==> src/design/sma_consts.svh <==
// Overview of operation
// - sample host request on alternate fast falling edges
// - local processor owns bus by default
// - latch owner address and direction each half fall outside a cycle
// - first stage starts cycle, strobes, transceiver, wait
// - second stage ends write, acknowledges host
// - cycle held until owner withdraws request
// - first stage idles, clears second, re-arms host cycle enable
// - late requester stalled by wait or no acknowledge
// - second stage ignored on local reads
// - address bits 13 and 14 pick block
// - registers need bits 2 to 14 zero
// - write registers 0 and 1 keep bit 7
// - read registers 0,1 upper nibble muxed, bit 2
// - shared data bus is active low
// - register 2 modem control latch and status
// - register 3 test-and-set semaphore, write clears
// - first two ram locations drive interrupt flags
// - local request needs local_mem_request_n, top bit, no refresh
// - host request gated by cycle enable flag
// - card write sets, host read clears irq
// - card reset disables irq, semaphore busy
`ifndef SMA_CONSTS_SVH
`define SMA_CONSTS_SVH
// register select in address bits 1:0
`define SMA_REG_RESET    2'h0
`define SMA_REG_IRQEN    2'h1
`define SMA_REG_MODEM    2'h2
`define SMA_REG_SEMA     2'h3
// field positions
`define SMA_BIT_CTRL     7
`define SMA_BIT_ID       2
// block select codes {a14,a13}
`define SMA_BLK_REGS     2'h0
`define SMA_BLK_RAM1     2'h2
`define SMA_BLK_RAM2     2'h1
// interrupt locations in ram block one
`define SMA_LOC_CAUSE    13'h0000
`define SMA_LOC_CMD      13'h0001
// reset values
`define SMA_RST_MODEM    8'h00
`endif

==> src/design/sma_pkg.sv <==
package sma_pkg;
    // owner of the shared bus
    typedef enum logic {SMA_OWN_LOCAL, SMA_OWN_HOST} sma_owner_t;
    // timing chain state
    typedef enum logic [1:0] {SMA_IDLE, SMA_STAGE1, SMA_STAGE2} sma_state_t;
endpackage

==> src/design/sma_arbiter.sv <==
`timescale 1ns/1ps
`include "sma_consts.svh"
module sma_arbiter
    import sma_pkg::*;
(
    input  wire logic        MCLK,
    input  wire logic        RST,
    input  wire logic        HOST_CARD_ADDRESSED_N,
    input  wire logic        HOST_LOWER_STROBE_N,
    input  wire logic        HOST_READ_NOT_WRITE,
    input  wire logic [14:0] HOST_ADDR,
    input  wire logic [7:0]  HOST_WDATA,
    output logic      [7:0]  HOST_RDATA,
    output logic             HOST_DTACK_N,
    output logic             HOST_IRQ_N,
    input  wire logic        LOCAL_MEM_REQUEST_N,
    input  wire logic        LOCAL_REFRESH_N,
    input  wire logic        LOCAL_RD_N,
    input  wire logic        LOCAL_ADDR_TOP_BIT,
    input  wire logic [14:0] LOCAL_ADDR,
    input  wire logic [7:0]  LOCAL_CPU_BUS_IN,
    output logic      [7:0]  LOCAL_CPU_BUS_OUT,
    output logic             LOCAL_CPU_BUS_OE_N,
    output logic             LOCAL_WAIT_N,
    output logic      [14:0] SHARED_ADDR,
    output logic      [7:0]  SHARED_BUS_N_OUT,
    output logic             SHARED_BUS_N_OE_N,
    input  wire logic [7:0]  SHARED_BUS_N_IN,
    output logic             SHARED_SELECT_N,
    output logic             SHARED_READ_STROBE_N,
    output logic             SHARED_WRITE_STROBE_N,
    output logic             RAM1_SELECT_N,
    output logic             RAM2_SELECT_N,
    input  wire logic [3:0]  STATUS_NIBBLE_R0,
    input  wire logic [3:0]  STATUS_NIBBLE_R1,
    input  wire logic [7:0]  MODEM_STATUS,
    output logic      [7:0]  MODEM_CONTROL,
    output logic             CARD_RESET,
    output logic             HOST_IRQ_ENABLE_N,
    output logic             SERIAL_CTL_B_INPUT_N
);

    // ************************************************************
    // input synchronisers
    // ************************************************************

    logic [2:0] lds_s_q;          // host lower strobe, three stages
    logic [2:0] myp_s_q;          // host card match, three stages
    logic [2:0] mrq_s_q;          // local memory request, three stages
    logic [2:0] rfs_s_q;          // local refresh, three stages
    logic       lds_q;            // filtered host strobe (low active)
    logic       myp_q;            // filtered card match (low active)
    logic       mrq_q;            // filtered local mem request
    logic       rfs_q;            // filtered local refresh

    // three flops, change accepted when stages two and three agree
    always_ff @(posedge MCLK)
    begin
        if (RST)
        begin
            lds_s_q <= 3'h7;
            myp_s_q <= 3'h7;
            mrq_s_q <= 3'h7;
            rfs_s_q <= 3'h7;
            lds_q   <= 1'b1;
            myp_q   <= 1'b1;
            mrq_q   <= 1'b1;
            rfs_q   <= 1'b1;
        end
        else
        begin
            lds_s_q <= {lds_s_q[1:0], HOST_LOWER_STROBE_N};
            myp_s_q <= {myp_s_q[1:0], HOST_CARD_ADDRESSED_N};
            mrq_s_q <= {mrq_s_q[1:0], LOCAL_MEM_REQUEST_N};
            rfs_s_q <= {rfs_s_q[1:0], LOCAL_REFRESH_N};
            if (lds_s_q[1] == lds_s_q[2])
                lds_q <= lds_s_q[2];
            if (myp_s_q[1] == myp_s_q[2])
                myp_q <= myp_s_q[2];
            if (mrq_s_q[1] == mrq_s_q[2])
                mrq_q <= mrq_s_q[2];
            if (rfs_s_q[1] == rfs_s_q[2])
                rfs_q <= rfs_s_q[2];
        end
    end

    // ************************************************************
    // half-rate phase
    // ************************************************************

    logic [1:0] phase_q;          // four fast edges per half-rate period

    // phase counter: 0 = half rise, 1 = fast fall slot, 2 = half fall
    always_ff @(posedge MCLK)
    begin
        if (RST)
            phase_q <= 2'h0;
        else
            phase_q <= phase_q + 2'h1;
    end

    logic half_rise;              // enable standing for half-rate rising edge
    logic half_fall;              // enable standing for half-rate falling edge
    logic sel_tick;               // alternate fast falling edge

    assign half_rise = (phase_q == 2'h0);
    assign half_fall = (phase_q == 2'h2);
    assign sel_tick  = (phase_q == 2'h1);

    // ************************************************************
    // requests and selection
    // ************************************************************

    sma_state_t state_q;          // timing chain
    sma_owner_t owner_q;          // access select flip-flop
    logic       cyc_en_q;         // host cycle enable flag
    logic       host_req;         // host shared request
    logic       loc_req;          // local shared request
    logic       sel_req;          // request of the selected owner
    logic       active;           // shared cycle in progress

    assign active   = (state_q != SMA_IDLE);
    assign host_req = !lds_q && !myp_q && cyc_en_q;
    assign loc_req  = !mrq_q && LOCAL_ADDR_TOP_BIT && rfs_q;
    assign sel_req  = (owner_q == SMA_OWN_HOST) ? host_req : loc_req;

    // access select: frozen during a cycle, local by default
    always_ff @(posedge MCLK)
    begin
        if (RST)
            owner_q <= SMA_OWN_LOCAL;
        else if (sel_tick && !active)
            owner_q <= host_req ? SMA_OWN_HOST : SMA_OWN_LOCAL;
    end

    logic [14:0] addr_q;          // shared address latch
    logic        rnw_q;           // latched direction, high = read
    logic [7:0]  wdata_q;         // latched write data

    // address and direction latch, clock frozen in a cycle
    always_ff @(posedge MCLK)
    begin
        if (RST)
        begin
            addr_q  <= 15'h0000;
            rnw_q   <= 1'b1;
            wdata_q <= 8'h00;
        end
        else if (half_fall && !active)
        begin
            addr_q  <= (owner_q == SMA_OWN_HOST) ? HOST_ADDR : LOCAL_ADDR;
            rnw_q   <= (owner_q == SMA_OWN_HOST) ? HOST_READ_NOT_WRITE : !LOCAL_RD_N ? 1'b1 : 1'b0;
            wdata_q <= (owner_q == SMA_OWN_HOST) ? HOST_WDATA : LOCAL_CPU_BUS_IN;
        end
    end

    // ************************************************************
    // timing chain
    // ************************************************************

    // stage one starts, stage two follows, idle after withdrawal
    always_ff @(posedge MCLK)
    begin
        if (RST)
            state_q <= SMA_IDLE;
        else if (half_rise)
        begin
            case (state_q)
                SMA_IDLE:
                    if (sel_req)
                        state_q <= SMA_STAGE1;
                SMA_STAGE1:
                    state_q <= sel_req ? SMA_STAGE2 : SMA_IDLE;
                SMA_STAGE2:
                    if (!sel_req)
                        state_q <= SMA_IDLE;
                default:
                    state_q <= SMA_IDLE;
            endcase
        end
    end

    // cycle enable cleared once the host lets go inside its own cycle, re-armed when the chain idles;
    // clearing at cycle start would drop the host request and end the cycle before acknowledge
    always_ff @(posedge MCLK)
    begin
        if (RST)
            cyc_en_q <= 1'b1;
        else if (half_rise && active && !sel_req && owner_q == SMA_OWN_HOST)
            cyc_en_q <= 1'b1;
        else if (active && lds_q && owner_q == SMA_OWN_HOST)
            cyc_en_q <= 1'b0;
    end

    logic xcv_en;                 // owner transceiver enabled
    logic host_own;               // host owns the cycle
    logic wr_cyc;                 // write cycle in progress

    assign host_own = (owner_q == SMA_OWN_HOST);
    assign xcv_en   = active && sel_req;
    assign wr_cyc   = active && !rnw_q;

    // strobes and handshakes
    assign SHARED_SELECT_N       = !active;
    assign SHARED_READ_STROBE_N  = !(active && rnw_q);
    assign SHARED_WRITE_STROBE_N = !(wr_cyc && state_q == SMA_STAGE1);
    assign HOST_DTACK_N          = !(host_own && state_q == SMA_STAGE2);
    assign LOCAL_WAIT_N          = !(loc_req && !(active && !host_own));
    assign SHARED_ADDR           = addr_q;

    // ************************************************************
    // decode
    // ************************************************************

    logic [1:0] blk;              // {a14,a13}
    logic       reg_sel;          // hardware registers selected
    logic       ram1_sel;         // ram block one selected

    assign blk      = addr_q[14:13];
    assign reg_sel  = active && (addr_q[14:2] == 13'h0000);
    assign ram1_sel = active && (blk == `SMA_BLK_RAM1);
    assign RAM1_SELECT_N = !ram1_sel;
    assign RAM2_SELECT_N = !(active && blk == `SMA_BLK_RAM2);

    logic rd_pulse;               // one cycle as the first stage of a read ends
    logic wr_pulse;               // one cycle as the first stage of a write ends
    logic rd_end;                 // trailing edge of a read

    assign rd_pulse = half_rise && state_q == SMA_STAGE1 && rnw_q;
    assign wr_pulse = half_rise && state_q == SMA_STAGE1 && !rnw_q;
    assign rd_end   = half_rise && active && !sel_req && rnw_q;

    // ************************************************************
    // hardware registers
    // ************************************************************

    logic       card_rst_q;       // card reset flip-flop
    logic       irq_en_n_q;       // interrupt enable, low = enabled
    logic       irq_n_q;          // interrupt request, low = requesting
    logic       cmd_q;            // command flag
    logic       sema_q;           // semaphore, 0 = busy
    logic [7:0] modem_q;          // modem control latch

    // register writes, card reset side effects
    always_ff @(posedge MCLK)
    begin
        if (RST)
        begin
            card_rst_q <= 1'b1;
            irq_en_n_q <= 1'b1;
            modem_q    <= `SMA_RST_MODEM;
        end
        else
        begin
            if (wr_pulse && reg_sel && addr_q[1:0] == `SMA_REG_RESET)
                card_rst_q <= wdata_q[`SMA_BIT_CTRL];
            if (card_rst_q)
            begin
                irq_en_n_q <= 1'b1;
                modem_q    <= `SMA_RST_MODEM;
            end
            else
            begin
                if (wr_pulse && reg_sel && addr_q[1:0] == `SMA_REG_IRQEN)
                    irq_en_n_q <= wdata_q[`SMA_BIT_CTRL];
                if (wr_pulse && reg_sel && addr_q[1:0] == `SMA_REG_MODEM)
                    modem_q <= wdata_q;
            end
        end
    end

    // semaphore: read end sets (wins), write clears, reset busy
    always_ff @(posedge MCLK)
    begin
        if (RST || card_rst_q)
            sema_q <= 1'b0;
        else if (rd_end && reg_sel && addr_q[1:0] == `SMA_REG_SEMA)
            sema_q <= 1'b1;
        else if (wr_pulse && reg_sel && addr_q[1:0] == `SMA_REG_SEMA)
            sema_q <= 1'b0;
    end

    // interrupt request and command flags in ram block one
    always_ff @(posedge MCLK)
    begin
        if (RST || card_rst_q)
        begin
            irq_n_q <= 1'b1;
            cmd_q   <= 1'b1;
        end
        else if (ram1_sel && addr_q[12:0] == `SMA_LOC_CAUSE)
        begin
            if (wr_pulse && !host_own)
                irq_n_q <= 1'b0;
            else if (rd_pulse && host_own)
                irq_n_q <= 1'b1;
        end
        else if (ram1_sel && addr_q[12:0] == `SMA_LOC_CMD && wr_pulse)
            cmd_q <= !host_own;
    end

    // ************************************************************
    // data paths
    // ************************************************************

    logic [7:0] rd_val;           // register read value, true polarity

    // register read mux
    always_comb
    begin
        rd_val = 8'h00;
        if (addr_q[1:0] == `SMA_REG_RESET || addr_q[1:0] == `SMA_REG_IRQEN)
        begin
            rd_val[7:4] = addr_q[0] ? STATUS_NIBBLE_R1 : STATUS_NIBBLE_R0;
            rd_val[`SMA_BIT_ID] = (addr_q[1:0] == `SMA_REG_RESET);
        end
        else if (addr_q[1:0] == `SMA_REG_MODEM)
            rd_val = MODEM_STATUS;
        else
            rd_val[`SMA_BIT_CTRL] = sema_q;
    end

    logic [7:0] rdata_q;          // captured read data, true polarity

    // capture read data while the owner's transceiver is enabled
    always_ff @(posedge MCLK)
    begin
        if (RST)
            rdata_q <= 8'h00;
        else if (xcv_en && rnw_q)
            rdata_q <= reg_sel ? rd_val : ~SHARED_BUS_N_IN;
    end

    assign SHARED_BUS_N_OUT   = ~wdata_q;
    assign SHARED_BUS_N_OE_N  = !(xcv_en && !rnw_q && !reg_sel);
    assign HOST_RDATA         = rdata_q;
    assign LOCAL_CPU_BUS_OUT  = rdata_q;
    assign LOCAL_CPU_BUS_OE_N = !(xcv_en && !host_own && rnw_q);
    assign MODEM_CONTROL      = modem_q;
    assign CARD_RESET         = card_rst_q;
    assign HOST_IRQ_ENABLE_N  = irq_en_n_q;
    assign HOST_IRQ_N         = irq_n_q | irq_en_n_q;
    assign SERIAL_CTL_B_INPUT_N = cmd_q;

endmodule

==> config.mk <==
export PLATFORM = sky130hd
export DESIGN_NAME = sma_arbiter
export DESIGN_NICKNAME = d
export VERILOG_FILES = /design/src/design/sma_pkg.sv /design/src/design/sma_arbiter.sv
export VERILOG_INCLUDE_DIRS = /design/src /design/src/design
export SDC_FILE = /design/constraint.sdc
export NUM_CORES = 1
export LEC_CHECK = 0
export BUFFER_PORTS_ARGS = -buffer_cell sky130_fd_sc_hd__buf_2
export CORE_MARGIN = 5
export CORE_UTILIZATION = 44
export CTS_BUF_LIST = sky130_fd_sc_hd__clkbuf_2 sky130_fd_sc_hd__clkbuf_4 sky130_fd_sc_hd__clkbuf_8
export CTS_CLUSTER_DIAMETER = 40
export CTS_CLUSTER_SIZE = 24
export DETAILED_ROUTE_END_ITERATION = 6
export GPL_ROUTABILITY_DRIVEN = 0
export GPL_TIMING_DRIVEN = 0
export HOLD_SLACK_MARGIN = 0.1
export PLACE_DENSITY = 0.82
export SYNTH_ARGS = -nofsm -noshare
export SYNTH_HDL_FRONTEND = slang
export SYNTH_SLANG_ARGS = --single-unit
==> constraint.sdc <==
create_clock -name MCLK -period 2.18 [get_ports MCLK]
set_clock_uncertainty 0.15 [all_clocks]
set_input_delay 0.545 -clock MCLK [delete_from_list [all_inputs] [get_ports MCLK]]
set_output_delay 0.545 -clock MCLK [all_outputs]
set_load 0.05 [all_outputs]
==> results of run 1 <==
==> report_power, final <==
group	internal (W)	switching [W]
Combinational	0.000233	0.000409
Clock	0.000718	0.000462
Sequential	0.00127	0.0000489
==> Yosys cell counts (6+ instances only) <==
| master | instances | share of area (%) |
|---|---|---|
| mux2i_1 | 27 | 8.5 |
| clkbuf_1 | 17 | 2.0 |
| buf_4 | 8 | 1.9 |
| dfxtp_1 | 67 | 42 |
| o31ai_1 | 9 | 2.1 |
| nand4_1 | 12 | 2.4 |
| a211oi_1 | 23 | 5.4 |
| nor2_1 | 46 | 5.4 |
| or2_2 | 15 | 2.9 |
| nand2b_1 | 7 | 1.4 |
| inv_1 | 14 | 1.6 |
| nand2_1 | 6 | 0.71 |
| a21oi_1 | 15 | 2.4 |
==> flip-flops by register name (all words and copies together) (netlist names), 2 cells and up <==
register	flops
SHARED_ADDR	15
wdata_q	8
lds_s_q	3
MODEM_CONTROL	8
myp_s_q	3
state_q	2
mrq_s_q	3
HOST_RDATA	8
phase_q	2
rfs_s_q	3
==> how the worst max path moves through the flow <==
stage / from / endpoint / slack (ns) / cells after the start
after detailed placement: SHARED_ADDR[3]$_SDFFE_PP0P_ / SHARED_BUS_N_OE_N / -0.45 / 5
after global routing: SHARED_ADDR[3]$_SDFFE_PP0P_ / SHARED_BUS_N_OE_N / -0.65 / 5
after global placement: SHARED_ADDR[3]$_SDFFE_PP0P_ / SHARED_BUS_N_OE_N / -0.46 / 5
after CTS: SHARED_ADDR[3]$_SDFFE_PP0P_ / SHARED_BUS_N_OE_N / -0.62 / 5
after floorplan: SHARED_ADDR[3]$_SDFFE_PP0P_ / SHARED_BUS_N_OE_N / -0.24 / 4
final: SHARED_ADDR[3]$_SDFFE_PP0P_ / SHARED_BUS_N_OE_N / -0.59 / 5
==> per-layer routing <==
metal	up-vias	GRT usage (%)	part of all wire, %
met5	-	0	0
met4	0	7.933	1.6
met3	14	4.420	7.8
met2	121	35.86	50
met1	1556	24.98	40
li1	1627	-	-
==> worst max-delay path, stage by stage, from the launching register on <==
cell	delay, ns
dfxtp_4	0.35
or4_4	0.54
or4_4	0.46
nor2_4	0.12
or4_4	0.14
buf_8	0.13
==> stage by stage <==
step / setup slack, ns / instance area, um2 / TNS, ns / util, %
4_1_cts: -0.6185 / 4446 / -9.744 / 62.29
3_5_place_dp: -0.4546 / 4030 / -1.430 / 56.47
5_1_grt: -0.6451 / 4642 / -9.898 / 65.04
3_3_place_gp: -0.4590 / 4030 / -1.199 / 56.47
6_report: -0.5913 / 4642 / -8.034 / 65.04
2_1_floorplan: -0.2435 / 3216 / -0.3419 / -
==> final cells by class <==
cell class,instances,area [um2]
sequential,67,1360
fill,613,2495
tap,99,123.9
timing repair buffer,163,940.9
multi-input combinational,235,1734
clock buffer,12,158.9
buffer,34,187.7
clock inverter,4,72.57
inverter,15,63.81
==> cells by family (layout without fill, tap and decap cells) <==
| kind of cell | Yosys count | after routing | share of synthesized area [%] |
|---|---|---|---|
| flops | 67 | 67 | 42.06 |
| fa+ha+maj | 3 | 3 | 1.177 |
| compound gates | 86 | 86 | 19.66 |
| simple gates | 118 | 118 | 20.71 |
| mux | 28 | 28 | 9.180 |
| buf+inv | 50 | 228 | 7.218 |
==> what timing repair did <==
action                                  CTS  global route
endpoints found under the setup margin   27            30
resized for setup                        28            25
cloned                                    2             0
pin swaps                                10            13
setup buffers                            11            14
==> results.toml, run 1 <==
[setup_path]
reg2reg_to = "HOST_RDATA[0]$_SDFFE_PP0P_"
critical_path_class = "reg2out"
worstReg2RegStart = "SHARED_ADDR[3]$_SDFFE_PP0P_"
critPathCaptureType = "primary output"
worst_setup_path_start_kind = "register"
worst_ep_arrival_time_ns = 2.08
required_ns = 1.48
rr_worst_depth = 12
r2r_setup_slack_ns = -0.45
critPathMaxFanout = 3

[global_routing]
grt_pass1_vias = 3173
grt_antenna_before_repair = 0
grt_overflow = 0
grt_use_total_pct = 20.71
grt_max_degree = 12
grt_pass1_wl_um = 14850

[timing]
maxSlewHeadroom_pct = 53.16
slew_violations = 0
rsz0062_at_grt = "yes"
final-hold-violation-count = 0
final.min_clock_period_ns = 2.771
fmax_ghz = 0.3608
worstMarginPinSlew_ns = 0.7025
fin_hold_ws_ns = 0.2385
worst_slack_ns = -0.5913
finalSetupViolCount = 23
fin_crit_sh_pct = 127.1

[logic_synthesis]
ys_async_sr_fraction_pct = 0
synth_area_mm2 = 0.003189
syn_nets = 434
synth_edf_count = 0
syn-instance-count = 352
ys.flop_type = "dfxtp_1"
ys_seq_elements = 67
yosys_warnings = 0
syn_avg_cell_area_um2 = 9.061
synthDistinctLibCells = 53
yosysSeqAreaShare_pct = 42.06

[power_and_ir_drop]
p_per_area_mw_per_mm2 = 677.5
power.ir.vdd_worst_v = 0.0003530
p_total_w = 0.003145
power_leakage_nw = 1.925

[route]
via_count = 3318
drtIter0Drc = 163
ant_nets = 0
avgViaCountPerCell = 5.275
finalWirelength_um = 9788
route.detailed.drc = 0
dr.pass1.iters = 4
post_drt_wl_per_cell_um = 15.56

[clock_tree]
htreeDepth = 3
clock_latency_ns = 0.33
cts_made_buffers = 9
ctsHoldBuffers = 0
clock-sinks = 67
cts_max_path_buffers = 2
cts-root-buf = "clkbuf_8"
clkTransAtPathRegs_ns = 0.07
cts_tree = "yes"

[floorplanning]
rows = 31
die-area_mm2 = 0.009051
pin_count = 139
coreArea_mm2 = 0.007137
die_h_um = 95.14
start_util_pct = 44.69
fp.dieW_um = 95.14

[hold_path]
holdCritPathClass = "in2reg"
hold_end = "myp_s_q[0]$_SDFF_PP1_"
hp-start = "HOST_CARD_ADDRESSED_N"
holdPathStages = 2

[place]
dp_cells = 589
hpwl_um = 7227
io_buffers = 138

[finish]
final_common_cell = "buf_2"
stdcell_count = 629
final_nets = 607
n_antenna_cell = 0
drive_gt1_share_pct = 44.91
layout-area-overhead-vs-synth_pct = 45.55
mostFrequentLayoutCells = "buf_2 (137), dfxtp_1 (60), nor2_1 (45)"

[run_status]
violations = "setup timing"
status = "finished, violations left"

[run]
maxCapViolCount = 0
(Power assumes the default switching activity.)
==> run 2: changes to the inputs <==
Settings changed: CORE_UTILIZATION 44 to 30, PLACE_DENSITY 0.82 to 0.61, SLEW_MARGIN set to 20.
==> results.toml, run 2 (synthesized netlist as in run 1, its figures left out) <==
[run_status]
status = "finished, violations left"
violations = "setup timing"

[timing]
worst_slack_ns = -0.6058
slew_violations = 0
fmax_ghz = 0.3590
final-hold-violation-count = 0
finalSetupViolCount = 22
fin_hold_ws_ns = 0.2390
worstMarginPinSlew_ns = 0.7397
final.min_clock_period_ns = 2.786
maxSlewHeadroom_pct = 50.68
rsz0062_at_grt = "yes"
fin_crit_sh_pct = 127.8

[global_routing]
grt_overflow = 0
grt_pass1_vias = 3223
busiest_layer = "met2"
use_met1_pct = 19.93
grt_antenna_before_repair = 0
grt_max_degree = 11
grt_pass1_wl_um = 16130
met2_usage_pct = 25.95
grt_use_total_pct = 15.71
use_met3_pct = 4.439

[power_and_ir_drop]
p_per_area_mw_per_mm2 = 665.6
p_total_w = 0.003026
power.ir.vdd_worst_v = 0.0003224
combPwrFrac_pct = 21.1
p_sw_w = 0.0009086
clkPwrFrac_pct = 35.0
p_seq_share_pct = 43.9
p_int_w = 0.002117
netSwitchingFraction_pct = 30.03
power_leakage_nw = 1.868

[floorplanning]
pin_count = 139
die_h_um = 113.1
rows = 37
die-area_mm2 = 0.01279
fp.dieW_um = 113.1
start_util_pct = 30.76
coreArea_mm2 = 0.01037

[hold_path]
hp-start = "LOCAL_REFRESH_N"
holdCritPathClass = "in2reg"

[finish]
mostFrequentLayoutCells = "buf_2 (136), dfxtp_1 (59), nor2_1 (45)"
drive_gt1_share_pct = 43.44
n_antenna_cell = 0
final_nets = 597
final_common_cell = "buf_2"
layout-area-overhead-vs-synth_pct = 42.53
fillerInstances = 1080
largest_register_ffs = 15

[place]
hpwl_um = 7704
io_buffers = 138

[setup_path]
worst_setup_path_start_kind = "register"
critPathMaxFanout = 3
worstReg2RegStart = "SHARED_ADDR[2]$_SDFFE_PP0P_"
critPathCaptureType = "primary output"
worst_ep_arrival_time_ns = 2.09
critical_path_class = "reg2out"
required_ns = 1.48
startpoint = "SHARED_ADDR[2]$_SDFFE_PP0P_"

[route]
drtIter0Drc = 102
avgViaCountPerCell = 4.951
dr.pass1.iters = 4
route.detailed.drc = 0
post_drt_wl_per_cell_um = 15.55
finalWirelength_um = 10170
via_count = 3238
ant_nets = 0

[clock_tree]
clock-sinks = 67
clock_latency_ns = 0.34
cts_tree = "yes"
cts_made_buffers = 9
clkTransAtPathRegs_ns = 0.07
cts-root-buf = "clkbuf_8"
htreeDepth = 3
cts_max_path_buffers = 2

[run]
maxCapViolCount = 0
## run 2: worst max-delay path: stages, from the launching register on
cell and delay (ns):
dfxtp_4 0.34, or4_4 0.55, or4_4 0.45, nor2_4 0.13
or4_4 0.14, buf_8 0.14
## run 2: timing repair
action | CTS | global route
gates resized for setup | 28 | 22
pin swaps | 11 | 11
hold buffers | 0 | 0
buffers inserted | 12 | 4
endpoints found under the setup margin | 28 | 31
gates cloned | 1 | 1
## run 2: worst paths after layout
kind                                              endpoint  slack (ns)  cells past startpoint
worst min-delay path                 rfs_s_q[0]$_SDFF_PP1_        0.24                      2
worst max register to register  HOST_RDATA[5]$_SDFFE_PP0P_       -0.54                     12
worst max-delay path                     SHARED_BUS_N_OE_N       -0.61                      5
worst min register to register       rfs_s_q[1]$_SDFF_PP1_        0.26                      1
## run 2: layout make-up
| cell class | count | area, um2 | area share, % |
|---|---|---|---|
| well taps | 136 | 170.2 | 3.743 |
| inverters | 15 | 63.81 | 1.404 |
| plain buffers | 33 | 190.2 | 4.184 |
| clock buffers | 12 | 165.2 | 3.633 |
| clock inverters | 2 | 35.03 | 0.7707 |
| flip-flops and latches | 67 | 1356 | 29.84 |
| repair buffers | 154 | 868.3 | 19.10 |
| multi-input cells | 235 | 1697 | 37.32 |
## run 2: power by group through the flow
stage	combinational, W	sequential, W	clock (W)
after floorplan	0.000289	0.00143	0
after CTS	0.000643	0.00133	0.00110
after detailed placement	0.000566	0.00135	0
after global routing	0.000697	0.00134	0.00115
after global placement	0.000557	0.00135	0
final	0.000638	0.00133	0.00106
## run 2: routing by layer
metal / routed length [um] / vias to the layer above
li1: - / 1608
met3: 736 / 10
met2: 4845 / 115
met4: 108 / 0
met1: 4482 / 1505
met5: 0 / -
## run 2: metrics by stage
stage / worst slack [ns] / setup TNS, ns / std cells / util [%] / area, um2
2_1_floorplan: -0.2435 / -0.3419 / 352 / - / 3216
3_3_place_gp: -0.4732 / -2.029 / 626 / 39.31 / 4076
3_5_place_dp: -0.4810 / -2.640 / 626 / 39.31 / 4076
4_1_cts: -0.6498 / -11.83 / 651 / 43.01 / 4461
5_1_grt: -0.6632 / -10.87 / 654 / 43.83 / 4546
6_report: -0.6058 / -8.795 / 654 / 43.83 / 4546
